===== src/ttc_pkg.sv =====
// Package: register map, field positions and encodings of the three-channel timer
package ttc_pkg;
  localparam int unsigned NUM_CH = 3;
  localparam int unsigned CNT_W = 16;
  // Block address map (byte addresses)
  localparam logic [7:0] CH_STRIDE = 8'h40;
  localparam logic [7:0] BLOCK_CMD_OFS = 8'hC0;
  localparam logic [7:0] BLOCK_ROUTE_OFS = 8'hC4;
  // Channel-relative offsets
  localparam logic [5:0] CH_CMD_OFS = 6'h00;
  localparam logic [5:0] CH_MODE_OFS = 6'h04;
  localparam logic [5:0] CH_CV_OFS = 6'h10;
  localparam logic [5:0] CH_VA_OFS = 6'h14;
  localparam logic [5:0] CH_VB_OFS = 6'h18;
  localparam logic [5:0] CH_VC_OFS = 6'h1C;
  localparam logic [5:0] CH_STAT_OFS = 6'h20;
  localparam logic [5:0] CH_IEN_OFS = 6'h24;
  localparam logic [5:0] CH_IDIS_OFS = 6'h28;
  localparam logic [5:0] CH_IMASK_OFS = 6'h2C;
  localparam logic [31:0] MODE_RESET = 32'h0000_0000;
  localparam logic [5:0] ROUTE_RESET = 6'h00;
  // Command bits
  localparam int unsigned CMD_CLK_ON = 0;
  localparam int unsigned CMD_CLK_OFF = 1;
  localparam int unsigned CMD_SOFT = 2;
  localparam int unsigned BCMD_KICK = 0;
  // Mode fields common to both modes
  localparam int unsigned M_CLKPICK_LO = 0;
  localparam int unsigned M_INVERT = 3;
  localparam int unsigned M_GATE_LO = 4;
  localparam int unsigned M_GEN = 15;
  // Capture mode fields
  localparam int unsigned M_STOP_B = 6;
  localparam int unsigned M_DIS_B = 7;
  localparam int unsigned M_TRIGEDGE_LO = 8;
  localparam int unsigned M_TRIGPIN = 10;
  localparam int unsigned M_RETRIG_C = 14;
  localparam int unsigned M_LOADA_LO = 16;
  localparam int unsigned M_LOADB_LO = 18;
  // Generation mode fields
  localparam int unsigned M_STOP_C = 6;
  localparam int unsigned M_DIS_C = 7;
  localparam int unsigned M_EVEDGE_LO = 8;
  localparam int unsigned M_EVSEL_LO = 10;
  localparam int unsigned M_EVTRIG = 12;
  localparam int unsigned M_SHAPE_LO = 13;
  localparam int unsigned M_A_ON_A_LO = 16;
  localparam int unsigned M_A_ON_C_LO = 18;
  localparam int unsigned M_A_ON_EV_LO = 20;
  localparam int unsigned M_A_ON_SW_LO = 22;
  localparam int unsigned M_B_ON_B_LO = 24;
  localparam int unsigned M_B_ON_C_LO = 26;
  localparam int unsigned M_B_ON_EV_LO = 28;
  localparam int unsigned M_B_ON_SW_LO = 30;
  // Edge selection codes
  localparam logic [1:0] EDGE_NONE = 2'h0;
  localparam logic [1:0] EDGE_RISE = 2'h1;
  localparam logic [1:0] EDGE_FALL = 2'h2;
  localparam logic [1:0] EDGE_BOTH = 2'h3;
  // Output action codes
  localparam logic [1:0] ACT_NONE = 2'h0;
  localparam logic [1:0] ACT_SET = 2'h1;
  localparam logic [1:0] ACT_CLEAR = 2'h2;
  localparam logic [1:0] ACT_TOGGLE = 2'h3;
  // Event source: io_pin_b when zero
  localparam logic [1:0] EVSEL_PIN_B = 2'h0;
  // Count shape bits: bit1 restart on C, bit0 up-down
  localparam int unsigned SHAPE_UPDOWN = 0;
  localparam int unsigned SHAPE_RESTART = 1;
  // Clock routing codes
  localparam logic [1:0] ROUTE_PIN = 2'h0;
  localparam logic [1:0] ROUTE_NONE = 2'h1;
  // Internal clock dividers for clock_pick 0..4
  localparam int unsigned DIV_1 = 2;
  localparam int unsigned DIV_2 = 8;
  localparam int unsigned DIV_3 = 32;
  localparam int unsigned DIV_4 = 128;
  localparam int unsigned DIV_5 = 1024;
  localparam logic [15:0] CNT_MAX = 16'hFFFF;
  localparam logic [31:0] RD_ZERO = 32'h0000_0000;
endpackage


===== src/ttc_channel.sv =====
// One timer channel: clocking, counter, capture loads, compares, output control
`timescale 1ns/100ps
module ttc_channel
(
  input wire logic mclk,
  input wire logic resetn,
  input wire logic [31:0] mode,
  input wire logic [15:0] va_wr,
  input wire logic va_we,
  input wire logic [15:0] vb_wr,
  input wire logic vb_we,
  input wire logic [15:0] vc,
  input wire logic clk_on,
  input wire logic clk_off,
  input wire logic soft_trig,
  input wire logic [4:0] tick,
  input wire logic [2:0] xc,
  input wire logic pin_a_in,
  input wire logic pin_b_in,
  output logic [15:0] cv,
  output logic [15:0] va,
  output logic [15:0] vb,
  output logic clk_enabled,
  output logic pin_a_out,
  output logic pin_a_oe,
  output logic pin_b_out,
  output logic pin_b_oe
);
  logic gen;
  logic [2:0] pick;
  logic [1:0] gate;
  logic sel_clk;
  logic sel_prev_q;
  logic inc_en;
  logic a_prev_q;
  logic b_prev_q;
  logic ev_prev_q;
  logic tr_prev_q;
  logic run_q;
  logic down_q;
  logic a_done_q;
  logic out_a_q;
  logic out_b_q;
  logic [15:0] cv_q;
  logic [15:0] va_q;
  logic [15:0] vb_q;
  logic ev_sig;
  logic ev_hit;
  logic tr_sig;
  logic ext_trig;
  logic c_hit;
  logic trig;
  logic load_a;
  logic load_b;
  logic pin_b_in_use;
  logic ud_restart;

  // Edge match for a two-bit edge code
  function automatic logic edge_hit(input logic [1:0] code, input logic now, input logic prev);
    edge_hit = ((code == ttc_pkg::EDGE_RISE) && now && !prev)
      || ((code == ttc_pkg::EDGE_FALL) && !now && prev)
      || ((code == ttc_pkg::EDGE_BOTH) && (now != prev));
  endfunction

  // Apply an output action to a pin level
  function automatic logic act(input logic [1:0] code, input logic lvl);
    unique case (code)
      ttc_pkg::ACT_SET: act = 1'b1;
      ttc_pkg::ACT_CLEAR: act = 1'b0;
      ttc_pkg::ACT_TOGGLE: act = !lvl;
      ttc_pkg::ACT_NONE: act = lvl;
    endcase
  endfunction

  assign gen = mode[ttc_pkg::M_GEN];
  assign pick = mode[ttc_pkg::M_CLKPICK_LO +: 3];
  assign gate = mode[ttc_pkg::M_GATE_LO +: 2];

  // Selected clock level, gated by an ext clock on demand
  always_comb
  begin
    unique case (pick)
      3'h5: sel_clk = xc[0];
      3'h6: sel_clk = xc[1];
      3'h7: sel_clk = xc[2];
      default: sel_clk = tick[pick];
    endcase
    if (gate != 2'h0)
      sel_clk = sel_clk & xc[gate - 2'h1];
  end

  // Internal ticks are one-cycle pulses: inverting one would count all but one cycle of each period,
  // so they count as they come; external levels count on the chosen edge
  assign inc_en = !(pick[2] && (pick[1:0] != 2'h0)) ? sel_clk
    : (mode[ttc_pkg::M_INVERT] ? (!sel_clk && sel_prev_q) : (sel_clk && !sel_prev_q));

  // External event / trigger sources
  always_comb
  begin
    unique case (mode[ttc_pkg::M_EVSEL_LO +: 2])
      2'h0: ev_sig = pin_b_in;
      2'h1: ev_sig = xc[0];
      2'h2: ev_sig = xc[1];
      2'h3: ev_sig = xc[2];
    endcase
  end
  assign tr_sig = mode[ttc_pkg::M_TRIGPIN] ? pin_a_in : pin_b_in;
  assign ev_hit = gen && edge_hit(mode[ttc_pkg::M_EVEDGE_LO +: 2], ev_sig, ev_prev_q);
  assign ext_trig = gen ? (ev_hit && mode[ttc_pkg::M_EVTRIG])
    : edge_hit(mode[ttc_pkg::M_TRIGEDGE_LO +: 2], tr_sig, tr_prev_q);
  assign c_hit = (cv_q == vc) && inc_en && run_q;
  assign trig = soft_trig || ext_trig
    || (c_hit && (gen ? mode[ttc_pkg::M_SHAPE_LO + ttc_pkg::SHAPE_RESTART]
                      : mode[ttc_pkg::M_RETRIG_C]));
  assign pin_b_in_use = gen && (mode[ttc_pkg::M_EVSEL_LO +: 2] == ttc_pkg::EVSEL_PIN_B);
  assign ud_restart = gen && mode[ttc_pkg::M_SHAPE_LO + ttc_pkg::SHAPE_UPDOWN]
    && mode[ttc_pkg::M_SHAPE_LO + ttc_pkg::SHAPE_RESTART];

  // Capture loads alternate: value_a first, then value_b
  assign load_a = !gen && !a_done_q && edge_hit(mode[ttc_pkg::M_LOADA_LO +: 2], pin_a_in, a_prev_q);
  assign load_b = !gen && a_done_q && edge_hit(mode[ttc_pkg::M_LOADB_LO +: 2], pin_a_in, b_prev_q);

  // Previous levels for edge detection
  always_ff @(posedge mclk or negedge resetn)
  begin
    if (!resetn)
    begin
      sel_prev_q <= 1'b0;
      a_prev_q <= 1'b0;
      b_prev_q <= 1'b0;
      ev_prev_q <= 1'b0;
      tr_prev_q <= 1'b0;
    end
    else
    begin
      sel_prev_q <= sel_clk;
      a_prev_q <= pin_a_in;
      b_prev_q <= pin_a_in;
      ev_prev_q <= ev_sig;
      tr_prev_q <= tr_sig;
    end
  end

  // Clock enable: off wins over on; disables on C match or value_b load also beat on
  always_ff @(posedge mclk or negedge resetn)
  begin
    if (!resetn)
      clk_enabled <= 1'b0;
    else if (clk_off)
      clk_enabled <= 1'b0;
    else if ((gen && c_hit && mode[ttc_pkg::M_DIS_C])
             || (load_b && mode[ttc_pkg::M_DIS_B]))
      clk_enabled <= 1'b0;
    else if (clk_on)
      clk_enabled <= 1'b1;
  end

  // Run state: a trigger starts, compare or load may stop
  always_ff @(posedge mclk or negedge resetn)
  begin
    if (!resetn)
      run_q <= 1'b0;
    else if (!clk_enabled)
      run_q <= clk_on && !clk_off;
    else if (trig)
      run_q <= 1'b1;
    else if ((gen && c_hit && mode[ttc_pkg::M_STOP_C])
             || (load_b && mode[ttc_pkg::M_STOP_B]))
      run_q <= 1'b0;
  end

  // Counter and direction
  always_ff @(posedge mclk or negedge resetn)
  begin
    if (!resetn)
    begin
      cv_q <= 16'h0000;
      down_q <= 1'b0;
    end
    else if (trig && clk_enabled && c_hit && ud_restart && !soft_trig && !ext_trig)
    begin
      // Up-down restart turns at value_c instead of dropping to zero
      cv_q <= cv_q - 16'h0001;
      down_q <= 1'b1;
    end
    else if (trig && clk_enabled)
    begin
      cv_q <= 16'h0000;
      if (ud_restart)
        down_q <= !down_q;
      else
        down_q <= 1'b0;
    end
    else if (inc_en && run_q && clk_enabled)
    begin
      if (gen && mode[ttc_pkg::M_SHAPE_LO + ttc_pkg::SHAPE_UPDOWN])
      begin
        if (down_q)
        begin
          cv_q <= cv_q - 16'h0001;
          if (cv_q == 16'h0001)
            down_q <= 1'b0;
        end
        else
        begin
          cv_q <= cv_q + 16'h0001;
          if (cv_q == ttc_pkg::CNT_MAX - 16'h0001)
            down_q <= 1'b1;
        end
      end
      else
        cv_q <= cv_q + 16'h0001;
    end
  end

  // Capture and compare registers
  always_ff @(posedge mclk or negedge resetn)
  begin
    if (!resetn)
    begin
      va_q <= 16'h0000;
      vb_q <= 16'h0000;
      a_done_q <= 1'b0;
    end
    else
    begin
      if (load_a)
        va_q <= cv_q;
      else if (va_we)
        va_q <= va_wr;
      if (load_b)
        vb_q <= cv_q;
      else if (vb_we)
        vb_q <= vb_wr;
      if (trig || load_b)
        a_done_q <= 1'b0;
      else if (load_a)
        a_done_q <= 1'b1;
    end
  end

  // Output controller: software beats event beats C beats A/B compare
  always_ff @(posedge mclk or negedge resetn)
  begin
    if (!resetn)
    begin
      out_a_q <= 1'b0;
      out_b_q <= 1'b0;
    end
    else if (gen)
    begin
      if (soft_trig)
        out_a_q <= act(mode[ttc_pkg::M_A_ON_SW_LO +: 2], out_a_q);
      else if (ev_hit)
        out_a_q <= act(mode[ttc_pkg::M_A_ON_EV_LO +: 2], out_a_q);
      else if (c_hit)
        out_a_q <= act(mode[ttc_pkg::M_A_ON_C_LO +: 2], out_a_q);
      else if ((cv_q == va_q) && inc_en && run_q)
        out_a_q <= act(mode[ttc_pkg::M_A_ON_A_LO +: 2], out_a_q);
      if (pin_b_in_use)
        out_b_q <= out_b_q;
      else if (soft_trig)
        out_b_q <= act(mode[ttc_pkg::M_B_ON_SW_LO +: 2], out_b_q);
      else if (ev_hit)
        out_b_q <= act(mode[ttc_pkg::M_B_ON_EV_LO +: 2], out_b_q);
      else if (c_hit)
        out_b_q <= act(mode[ttc_pkg::M_B_ON_C_LO +: 2], out_b_q);
      else if ((cv_q == vb_q) && inc_en && run_q)
        out_b_q <= act(mode[ttc_pkg::M_B_ON_B_LO +: 2], out_b_q);
    end
  end

  assign cv = cv_q;
  assign va = va_q;
  assign vb = vb_q;
  assign pin_a_out = out_a_q;
  assign pin_a_oe = gen;
  assign pin_b_out = out_b_q;
  assign pin_b_oe = gen && !pin_b_in_use;
endmodule


===== src/ttc_prescaler.sv =====
// Internal clock-rate divider producing five one-cycle enable pulses
`timescale 1ns/100ps
module ttc_prescaler
#(
  parameter int unsigned MAX_DIV = ttc_pkg::DIV_5
)
(
  input wire logic mclk,
  input wire logic resetn,
  output logic [4:0] tick
);
  logic [9:0] div_q;

  // Elaboration-time guard: the tick taps below assume a 10-bit divider
  if (MAX_DIV != 1024)
  begin : g_bad_div
    $error("ttc_prescaler supports a 10-bit divider only");
  end

  // Free-running divider; pulse when low bits wrap
  always_ff @(posedge mclk or negedge resetn)
  begin
    if (!resetn)
      div_q <= 10'h000;
    else
      div_q <= div_q + 10'h001;
  end

  // Each tick is a one-cycle enable at its divided rate
  assign tick[0] = (div_q[0] == 1'b1);
  assign tick[1] = (div_q[2:0] == 3'h7);
  assign tick[2] = (div_q[4:0] == 5'h1F);
  assign tick[3] = (div_q[6:0] == 7'h7F);
  assign tick[4] = (div_q == 10'h3FF);
endmodule


===== src/ttc_top.sv =====
// Three-channel 16-bit timer/counter with Avalon-MM register slave
// Behaviour
// - Up-down with C restart: each trigger reverses counting direction.
// - C match stops clock if stop bit set, disables if disable bit set.
// - Generation event source is ext clock 0..2 or pin B, edge selectable.
// - Pin B as event source makes it input; B compare then does nothing.
// - External event triggers the counter only with event trigger enable.
// - Block kick and software trigger always trigger; C match when restart.
// - Pin A/B change on soft trigger, event, C match, own compare.
// - Channels at 0x00/0x40/0x80, block command 0xC0, routing 0xC4.
// - value_a and value_b writable only in generation mode.
// - Block command bit 0 kicks all channels at once.
// - Routing fields map pin clock, none, or other channels' pin A.
// - Clock-on command enables only without clock-off in same write.
// - Clock-off disables; soft trigger resets counter and starts clock only while the clock is enabled.
// - clock_pick picks internal clock one to five or ext clock 0..2.
// - clock_invert selects rising or falling edge counting of ext clocks.
// - gate_pick ANDs selected clock with an ext clock or none.
// - Capture: value_b load stops or disables clock per mode bits.
// - Capture trigger edge: none, rising, falling, or both.
// - Capture trigger pin: pin B when 0, pin A when 1.
// - Capture: C match retriggers only with retrigger bit.
// - Mode select bit chooses capture (0) or generation (1).
// - Load edge fields pick pin A edge loading value_a or value_b.
// - Event select 00 pin B as input, else ext clock 0..2.
// - Event edge codes: none, rising, falling, each.
// - Output actions: none, set, clear, toggle.
// - Count shape: up, up-down, each with or without C restart.
`timescale 1ns/100ps
module ttc_top
(
  input wire logic mclk,
  input wire logic resetn,
  input wire logic [7:0] avs_address,
  input wire logic avs_read,
  input wire logic avs_write,
  input wire logic [31:0] avs_writedata,
  input wire logic [3:0] avs_byteenable,
  output logic [31:0] avs_readdata,
  output logic avs_waitrequest,
  input wire logic [2:0] pin_clock,
  input wire logic [2:0] io_pin_a_in,
  output logic [2:0] io_pin_a_out,
  output logic [2:0] io_pin_a_oe,
  input wire logic [2:0] io_pin_b_in,
  output logic [2:0] io_pin_b_out,
  output logic [2:0] io_pin_b_oe
);
  logic [4:0] tick;
  logic [31:0] mode_q [3];
  logic [15:0] vc_q [3];
  logic [5:0] route_q;
  logic [2:0] xc;
  logic [15:0] cv [3];
  logic [15:0] va [3];
  logic [15:0] vb [3];
  logic [2:0] clk_en;
  logic [2:0] cmd_on;
  logic [2:0] cmd_off;
  logic [2:0] cmd_soft;
  logic [2:0] va_we;
  logic [2:0] vb_we;
  logic [2:0] ch_sel;
  logic [5:0] ch_ofs;
  logic wr_full;
  logic kick;
  logic rd_ack_q;
  logic [31:0] rd_q;

  // Whole-word writes only; partial byte writes to command words are ignored
  assign wr_full = avs_write && (avs_byteenable == 4'hF);
  assign ch_ofs = avs_address[5:0];
  assign kick = wr_full && (avs_address == ttc_pkg::BLOCK_CMD_OFS)
    && avs_writedata[ttc_pkg::BCMD_KICK];

  ttc_prescaler u_presc
  (
    .mclk(mclk),
    .resetn(resetn),
    .tick(tick)
  );

  // External clock routing
  always_comb
  begin
    for (int k = 0; k < 3; k++)
    begin
      unique case (route_q[2*k +: 2])
        ttc_pkg::ROUTE_PIN: xc[k] = pin_clock[k];
        ttc_pkg::ROUTE_NONE: xc[k] = 1'b0;
        2'h2: xc[k] = io_pin_a_out[(k == 0) ? 1 : 0];
        2'h3: xc[k] = io_pin_a_out[(k == 2) ? 1 : 2];
      endcase
    end
  end

  genvar g;
  generate
    for (g = 0; g < 3; g++)
    begin : g_ch
      // Channel window decode at 0x00, 0x40, 0x80
      assign ch_sel[g] = (avs_address[7:6] == 2'(g));
      assign cmd_on[g] = wr_full && ch_sel[g] && (ch_ofs == ttc_pkg::CH_CMD_OFS)
        && avs_writedata[ttc_pkg::CMD_CLK_ON] && !avs_writedata[ttc_pkg::CMD_CLK_OFF];
      assign cmd_off[g] = wr_full && ch_sel[g] && (ch_ofs == ttc_pkg::CH_CMD_OFS)
        && avs_writedata[ttc_pkg::CMD_CLK_OFF];
      assign cmd_soft[g] = kick || (wr_full && ch_sel[g] && (ch_ofs == ttc_pkg::CH_CMD_OFS)
        && avs_writedata[ttc_pkg::CMD_SOFT]);
      assign va_we[g] = wr_full && ch_sel[g] && (ch_ofs == ttc_pkg::CH_VA_OFS)
        && mode_q[g][ttc_pkg::M_GEN];
      assign vb_we[g] = wr_full && ch_sel[g] && (ch_ofs == ttc_pkg::CH_VB_OFS)
        && mode_q[g][ttc_pkg::M_GEN];

      // Mode and compare-C registers
      always_ff @(posedge mclk or negedge resetn)
      begin
        if (!resetn)
        begin
          mode_q[g] <= ttc_pkg::MODE_RESET;
          vc_q[g] <= 16'h0000;
        end
        else if (wr_full && ch_sel[g])
        begin
          if (ch_ofs == ttc_pkg::CH_MODE_OFS)
            mode_q[g] <= avs_writedata;
          if (ch_ofs == ttc_pkg::CH_VC_OFS)
            vc_q[g] <= avs_writedata[15:0];
        end
      end

      ttc_channel u_ch
      (
        .mclk(mclk),
        .resetn(resetn),
        .mode(mode_q[g]),
        .va_wr(avs_writedata[15:0]),
        .va_we(va_we[g]),
        .vb_wr(avs_writedata[15:0]),
        .vb_we(vb_we[g]),
        .vc(vc_q[g]),
        .clk_on(cmd_on[g]),
        .clk_off(cmd_off[g]),
        .soft_trig(cmd_soft[g]),
        .tick(tick),
        .xc(xc),
        .pin_a_in(io_pin_a_in[g]),
        .pin_b_in(io_pin_b_in[g]),
        .cv(cv[g]),
        .va(va[g]),
        .vb(vb[g]),
        .clk_enabled(clk_en[g]),
        .pin_a_out(io_pin_a_out[g]),
        .pin_a_oe(io_pin_a_oe[g]),
        .pin_b_out(io_pin_b_out[g]),
        .pin_b_oe(io_pin_b_oe[g])
      );
    end
  endgenerate

  // Block routing register
  always_ff @(posedge mclk or negedge resetn)
  begin
    if (!resetn)
      route_q <= ttc_pkg::ROUTE_RESET;
    else if (wr_full && (avs_address == ttc_pkg::BLOCK_ROUTE_OFS))
      route_q <= avs_writedata[5:0];
  end

  // Read path: one wait cycle, data registered; unmapped reads give zero
  always_ff @(posedge mclk or negedge resetn)
  begin
    if (!resetn)
    begin
      rd_ack_q <= 1'b0;
      rd_q <= ttc_pkg::RD_ZERO;
    end
    else
    begin
      rd_ack_q <= avs_read && !rd_ack_q;
      rd_q <= ttc_pkg::RD_ZERO;
      if (avs_address == ttc_pkg::BLOCK_ROUTE_OFS)
        rd_q <= {26'h000_0000, route_q};
      else if (avs_address[7:6] != 2'h3)
      begin
        unique case (ch_ofs)
          ttc_pkg::CH_MODE_OFS: rd_q <= mode_q[avs_address[7:6]];
          ttc_pkg::CH_CV_OFS: rd_q <= {16'h0000, cv[avs_address[7:6]]};
          ttc_pkg::CH_VA_OFS: rd_q <= {16'h0000, va[avs_address[7:6]]};
          ttc_pkg::CH_VB_OFS: rd_q <= {16'h0000, vb[avs_address[7:6]]};
          ttc_pkg::CH_VC_OFS: rd_q <= {16'h0000, vc_q[avs_address[7:6]]};
          ttc_pkg::CH_STAT_OFS: rd_q <= {31'h0000_0000, clk_en[avs_address[7:6]]};
          default: rd_q <= ttc_pkg::RD_ZERO;
        endcase
      end
    end
  end

  // Writes complete at once; reads wait one cycle for registered data
  assign avs_waitrequest = avs_read && !rd_ack_q;
  assign avs_readdata = rd_q;

  sync_trig_a: assert property (@(posedge mclk) disable iff (!resetn)
    kick |-> (cmd_soft == 3'h7)) else $error("block kick missed a channel");
  on_off_a: assert property (@(posedge mclk) disable iff (!resetn)
    (wr_full && ch_sel[1] && ch_ofs == ttc_pkg::CH_CMD_OFS
     && avs_writedata[ttc_pkg::CMD_CLK_OFF])
    |=> !clk_en[1]) else $error("clock-off did not disable");
  on_only_a: assert property (@(posedge mclk) disable iff (!resetn)
    cmd_on[1] |=> clk_en[1]) else $error("clock-on did not enable");
  va_lock_a: assert property (@(posedge mclk) disable iff (!resetn)
    (!mode_q[2][ttc_pkg::M_GEN] && avs_write && ch_sel[2] && ch_ofs == ttc_pkg::CH_VA_OFS)
    |-> !va_we[2]) else $error("value_a writable in capture");
  pin_b_dir_a: assert property (@(posedge mclk) disable iff (!resetn)
    (mode_q[2][ttc_pkg::M_GEN] && mode_q[2][11:10] == 2'h0) |-> !io_pin_b_oe[2])
    else $error("pin B driven while event input");
  capt_dir_a: assert property (@(posedge mclk) disable iff (!resetn)
    !mode_q[0][ttc_pkg::M_GEN] |-> (io_pin_a_oe[0] == 1'b0)) else $error("pin A driven");
  read_wait_a: assert property (@(posedge mclk) disable iff (!resetn)
    (avs_read && !rd_ack_q) |=> (avs_read |-> !avs_waitrequest))
    else $error("read wait exceeded one cycle");
  cv_hi_a: assert property (@(posedge mclk) disable iff (!resetn)
    (rd_ack_q && avs_address[7:6] != 2'h3 && ch_ofs == ttc_pkg::CH_CV_OFS)
    |-> (avs_readdata[31:16] == 16'h0000))
    else $error("counter upper bits not zero");
  route_none_a: assert property (@(posedge mclk) disable iff (!resetn)
    (route_q[1:0] == ttc_pkg::ROUTE_NONE) |-> !xc[0]) else $error("routing none");
  kick_c: cover property (@(posedge mclk) disable iff (!resetn) kick);
  gen_c: cover property (@(posedge mclk) disable iff (!resetn) io_pin_a_out[0] && io_pin_a_oe[0]);
  cap_c: cover property (@(posedge mclk) disable iff (!resetn) va[0] != 16'h0000);
endmodule

===== config.mk =====
export PLATFORM = sky130hd
export DESIGN_NAME = ttc_top
export DESIGN_NICKNAME = d
export VERILOG_FILES = /design/src/ttc_pkg.sv /design/src/ttc_channel.sv /design/src/ttc_prescaler.sv /design/src/ttc_top.sv
export SDC_FILE = /design/constraint.sdc
export NUM_CORES = 1
export LEC_CHECK = 0
export BUFFER_PORTS_ARGS = -buffer_cell sky130_fd_sc_hd__buf_2
export CORE_ASPECT_RATIO = 0.6
export CORE_MARGIN = 2
export CORE_UTILIZATION = 25
export CTS_CLUSTER_DIAMETER = 80
export DETAILED_ROUTE_END_ITERATION = 10
export PLACE_DENSITY = 0.41
export SLEW_MARGIN = 20
export SYNTH_ARGS = -nofsm -noshare
export SYNTH_HDL_FRONTEND = slang
export SYNTH_HIERARCHICAL = 1
export SYNTH_SLANG_ARGS = --single-unit
export TNS_END_PERCENT = 50

===== constraint.sdc =====
create_clock -name mclk -period 9.1 [get_ports mclk]
set_input_delay 0 -clock mclk [delete_from_list [all_inputs] [get_ports mclk]]
set_output_delay 0 -clock mclk [all_outputs]
set_load 0.05 [all_outputs]

==> impl_metrics.toml, run 1 <==
[detailed_routing]
ant_nets = 0
first_pass_iters = 6
drt_iter0_markers = 2190
drc = 0
drt_wl_total_mm = 103
via_per_inst = 5.50
vias = 20585
routedWlPerCell_um = 27.6

[floorplanning]
ios = 102
num_rows = 87
initial_core_util_pct = 25.3
die_h_um = 243
fp.dieW_um = 402
die_area_um2 = 97700
core_um2 = 94100

[placement]
dpl.hpwl_mm = 74.7
gp_congestion = 0.914
port_buffers = 101
dp_slack_ns = 4.93

[pwr]
peakVddDrop_mv = 0.127
pwr_density_cell_nw_per_um2 = 144
total_power_mw = 3.92
leakage_nw = 11.5

[status]
status = "complete, no violations"

[grt]
grt_pass1_wl_mm = 149
antenna_found_initial = 6
grt_overflow = 0
grt_max_degree = 146
gr-usage-all-layers_pct = 20.8
grt_pass1_vias = 19549

[timing]
rsz0062_at_grt = "false"
period_share_pct = 46.6
slew_headroom_pct = 24.4
fin_ws_ns = 4.86
skew_ns = 0.0294
slew_viol_final = 0
setup_viol = 0
tightest_slew_ns = 1.13
timing.fmax_ghz = 0.236
finalSetupTns_ns = 0
hold_viol_final = 0
post-route-min-period_ns = 4.24

[yosys]
synth-xor-area-share_pct = 5.71
synth_ff_type = "dfrtp_1"
synth-edff-count = 0
ys_seq_area_share_pct = 38.6
synth_largest_area_cell = "dfrtp_1"
postSynthCellCount = 2415
synthTopCellsByArea = "dfrtp_1, mux2i_1, mux2_2, xnor2_1, o21ai_0"
yosys_warnings = 6
netlist.area_leader.share_pct = 38.6
synth_top_family_by_area = "multiplexers"
netlist_top_cells_count = "dfrtp_1, mux2i_1, nor2_1"
syn_avg_cell_area_um2 = 9.85
ys_types = 113
synth_most_common_cell = "dfrtp_1"
ys_ff_latch = 367
synth-compound-area-share_pct = 15.9
synth-adder-area-share_pct = 0.947
synth-simple-area-share_pct = 14.6
mappedNetlistArea_um2 = 23800
synth_mux_area_share_pct = 18.4
async_flop_share_pct = 100
synth_nets = 2490

[setup_path]
critPathSlowestCell = "o21a_1"
cp_cell_sequence = "mux2_2 > a22o_1 > mux4_2 > nand3b_1 > a21oi_2 > a221o_1 > o21a_1 > o221ai_1 > mux2_2"
worstSetupStartpointType = "flip-flop"
worst-r2r-cell-count = 9
worstPathArrival_ns = 4.71
critPathRequiredTime_ns = 9.57
setup.worst_path.end_class = "flip-flop"
crit_top_cell = "mux2_2"
max_stage_delay_ns = 0.77
crit_fanout = 23
path_class = "reg2reg"

[cts]
cts-buffers-inserted = 42
postCtsSetupBuffers = 0
cts_tree = "done"
cts_max_level = 2
clkTransAtPathRegs_ns = 0.07
cts_resized = 0
numClockSinks = 367
cts_root_buffer = "clkbuf_16"
clock_latency_ns = 0.61
clockBufferDepth = 3

[layout]
layout.nets = 2538
syn_to_final_growth_pct = 14.5
drive_gt1_share_pct = 19.9

[flow_run]
drv_cap = 0

[hold_path]
hp-class = "in2async"
==> cells by family after synthesis <==
group / after synthesis
adders and majority gates: 18
DFF: 367
muxes: 399
xor gates and xnor gates: 155
and+or+nand+nor: 662
buffers and inverters: 258
AOI/OAI and AO/OA: 556
==> metrics by stage <==
stage	utilization [%]	hold slack, ns	area [µm²]	cells
floorplan	-	-0.296	23800	2415
global placement	26.8	0.149	25200	3628
detailed placement	26.8	0.134	25200	3628
CTS	28.9	0.000821	27200	3742
global route	28.9	0.0225	27200	3743
finish	29.0	0.0163	27200	3746
==> critical path, delay by kind of cell, from the launching register on <==
kind	cells	cell delay, ns
mux	3	1.17
compound gates	5	2.27
simple gates	1	0.19
flops	1	0.47
==> per-layer routing <==
layer	part of all wire, %	global-route usage (%)
met5	0.012	0
met1	51	33.5
met3	8.5	4.10
met2	39	27.8
met4	1.7	3.73
==> worst paths after layout <==
| path | slack [ns] | from | end |
|---|---|---|---|
| worst max-delay path | 4.86 | g_ch[2].u_ch/pin_a_out | g_ch[1].u_ch/cv[11] |
| worst min-delay path | 0.02 | resetn | rd_ack_q |
| worst max register to register | 4.86 | g_ch[2].u_ch/pin_a_out | g_ch[1].u_ch/cv[11] |
| worst min register to register | 0.40 | rd_ack_q | rd_ack_q |
| max in group asynchronous | 7.54 | resetn | g_ch[1].u_ch/cv[13] |
| min in group mclk | 0.03 | avs_writedata[9] | g_ch[2].u_ch/vb[9] |
==> registers in the layout (all words and copies together), names as in the netlist, 6 cells and up <==
register,cells
g_ch.u_ch/va,48
avs_readdata,32
route_q,6
g_ch.u_ch/cv,48
u_presc/div_q,10
g_ch.u_ch/vb,48
mode_q,96
vc_q,48
==> placed cells by master, fill, tap and decap left out, types with 10 or more instances in the layout <==
master,netlist,final
a211oi_1,10,10
a21oi_1,122,122
a221oi_1,21,21
a22o_1,13,13
a22oi_1,33,33
a31oi_1,25,25
and2_1,43,43
and3_1,25,24
buf_2,35,98
buf_4,17,66
clkbuf_16,0,43
dfrtp_1,367,367
dlygate4sd3_1,0,36
ha_1,18,18
inv_1,58,58
mux2_1,10,10
mux2_2,160,160
mux2i_1,215,215
mux4_2,12,12
nand2_1,116,116
nand3_1,48,48
nand4_1,47,47
nor2_1,198,194
nor2b_1,14,13
nor3_1,40,40
nor4_1,34,33
o21ai_0,150,149
o2bb2ai_1,32,32
o31ai_1,13,13
or3_1,15,13
xnor2_1,123,123
xor2_1,32,32
==> final cells by class <==
cell class                      count  area (µm²)
Sequential cell                   367        9180
Fill cell                        9868       66800
Clock buffer                       54        1210
Timing Repair Buffer              204        1410
Inverter                           58         218
Clock inverter                     24         398
Multi-Input combinational cell   1790       13200
Antenna cell                        3        7.51
Tap cell                         1246        1560
==> where the power goes <==
part           internal [mW]  switching, mW
sequential              1.65         0.0228
clock                   1.20          0.823
combinational         0.0689          0.155
total                   2.92           1.00
==> what timing repair did <==
| action | in CTS | in global routing |
|---|---|---|
| hold endpoints to repair | 216 | 0 |
| endpoints found under the setup margin | 0 | 0 |
| hold buffers | 36 | 0 |
(Power assumes the default switching activity.)
==> run 2: changes to the inputs <==
==> constraint.sdc (replaced) <==
create_clock -name mclk -period 3.95 [get_ports mclk]
set_input_delay 0 -clock mclk [delete_from_list [all_inputs] [get_ports mclk]]
set_output_delay 0 -clock mclk [all_outputs]
set_load 0.05 [all_outputs]
==> run 2 against run 1 <==
  * Global-route usage rose by 0.92 points
  * First-iteration DRC count is 4.5% lower
  * Combinational power is 130% higher
  * Critical path type unchanged
  * Largest power group unchanged
==> impl_metrics.toml, run 2 (synthesis results as in run 1) <==
[timing]
period_share_pct = 94.7
hold_viol_final = 0
rsz0062_at_grt = "false"
tightest_slew_ns = 1.15
post-route-min-period_ns = 3.74
timing.fmax_ghz = 0.267
slew_viol_final = 0
setup_viol = 0
skew_ns = 0.0250
slew_headroom_pct = 23.2
finalSetupTns_ns = 0

[pwr]
p_sw_mw = 2.24
pwr_density_cell_nw_per_um2 = 317
p_comb_share_pct = 6.0
leakage_nw = 11.7
pwr-share-seq_pct = 44.1
clkPwrFrac_pct = 49.8
total_power_mw = 8.73
peakVddDrop_mv = 0.271
power.share.switching_pct = 25.7
p_int_mw = 6.49

[grt]
met3_usage_pct = 5.17
met2_usage_pct = 28.7
gr-usage-all-layers_pct = 21.7
grt_pass1_wl_mm = 154
grt_busiest_layer = "met1"
grt_max_degree = 95
use_met1_pct = 34.3
grt_pass1_vias = 19976
antenna_found_initial = 5
grt_overflow = 0

[layout]
largest_register_ff_count = 96
mostFrequentLayoutCells = "dfrtp_1, mux2i_1, nor2_1, mux2_2, o21ai_0"
fillers = 9782
stdcell_count = 3794
layout.nets = 2592
drive_gt1_share_pct = 21.2
layout_commonest_cell = "dfrtp_1"
largest-register = "mode_q"
syn_to_final_growth_pct = 15.7

[cts]
numClockSinks = 367
clock_latency_ns = 0.61
clockBufferDepth = 3
postCtsSetupBuffers = 0
cts_root_buffer = "clkbuf_16"
cts-buffers-inserted = 42
clkTransAtPathRegs_ns = 0.07
cts_max_level = 2
cts_tree = "done"

[setup_path]
worstPathArrival_ns = 4.25
reg2reg_slack_ns = 0.21
critPathLaunch = "g_ch[2].u_ch/pin_a_out"
crit_fanout = 11
path_class = "reg2reg"
worst-r2r-cell-count = 8
reg2reg_from = "g_ch[2].u_ch/pin_a_out"
critPathRequiredTime_ns = 4.46
setup.worst_path.end_class = "flip-flop"
r2r_end = "g_ch[0].u_ch/cv[14]"
worstSetupStartpointType = "flip-flop"

[hold_path]
hp-class = "in2async"

[placement]
gp_congestion = 0.900
dpl.hpwl_mm = 79.6
port_buffers = 101
placed_cells = 3682

[status]
status = "complete, no violations"

[detailed_routing]
drc = 0
first_pass_iters = 5
drt_wl_total_mm = 108
routedWlPerCell_um = 28.3
via_per_inst = 5.44
drt_iter0_markers = 2092
vias = 20645
ant_nets = 0

[flow_run]
drv_cap = 0

[floorplanning]
num_rows = 87
die_h_um = 243
initial_core_util_pct = 25.3
ios = 102
die_area_um2 = 97700
fp.dieW_um = 402
core_um2 = 94100
run 2: worst max-delay path by stage:
stage / depth (start not counted) / endpoint / slack, ns
after floorplan: 10 / g_ch[1].u_ch/cv[11] / 0.55
after global placement: 8 / g_ch[0].u_ch/cv[6] / 0.30
after detailed placement: 12 / g_ch[1].u_ch/cv[14] / 0.26
after CTS: 12 / g_ch[1].u_ch/cv[14] / 0.20
after global routing: 11 / g_ch[1].u_ch/cv[6] / 0.03
final: 8 / g_ch[0].u_ch/cv[14] / 0.21
run 2: what timing repair did:
item,4_1_cts,5_1_grt
resized for setup,0,3
hold buffers,37,0
setup endpoints to repair,0,5
hold endpoints to repair,214,0
run 2: through the flow:
stage	hold slack, ns	util, %	cell area (µm²)	setup WS, ns
2_1_floorplan	-0.296	-	23800	0.547
3_3_place_gp	0.121	27.3	25700	0.298
3_5_place_dp	0.130	27.3	25700	0.257
4_1_cts	0.00348	29.3	27500	0.205
5_1_grt	0.0540	29.3	27500	0.0268
6_report	0.0432	29.3	27500	0.211
run 2: power by group through the flow:
stage | clock, mW | sequential, mW | combinational, mW
after floorplan | 0 | 3.90 | 0.207
after global placement | 0 | 3.92 | 0.490
after detailed placement | 0 | 3.92 | 0.494
after CTS | 4.45 | 3.85 | 0.525
after global routing | 4.61 | 3.86 | 0.561
final | 4.35 | 3.85 | 0.526
run 2: worst max-delay path: stages (launching register included):
cell and delay [ns]:
dfrtp_1 0.47, mux2_2 0.30, a22o_1 0.40, mux4_2 0.59
mux2_4 0.34, a221o_1 0.48, nor2_2 0.68, a21oi_2 0.14
o211ai_1 0.23
run 2: cell type report:
type                            count  area (µm²)  area share [%]
Tap cell                         1246        1560            5.66
Multi-Input combinational cell   1790       13200            48.1
Antenna cell                        1        2.50         0.00909
Inverter                           58         218           0.791
Clock inverter                     17         264           0.959
Timing Repair Buffer              258        1860            6.75
Sequential cell                   367        9180            33.4
Clock buffer                       57        1200            4.35
run 2: routing by layer:
| layer | wire length [µm] | part of all wire, % |
|---|---|---|
| met1 | 54200 | 50 |
| met2 | 41800 | 39 |
| met3 | 9340 | 8.7 |
| met4 | 2270 | 2.1 |
| met5 | 0 | 0 |
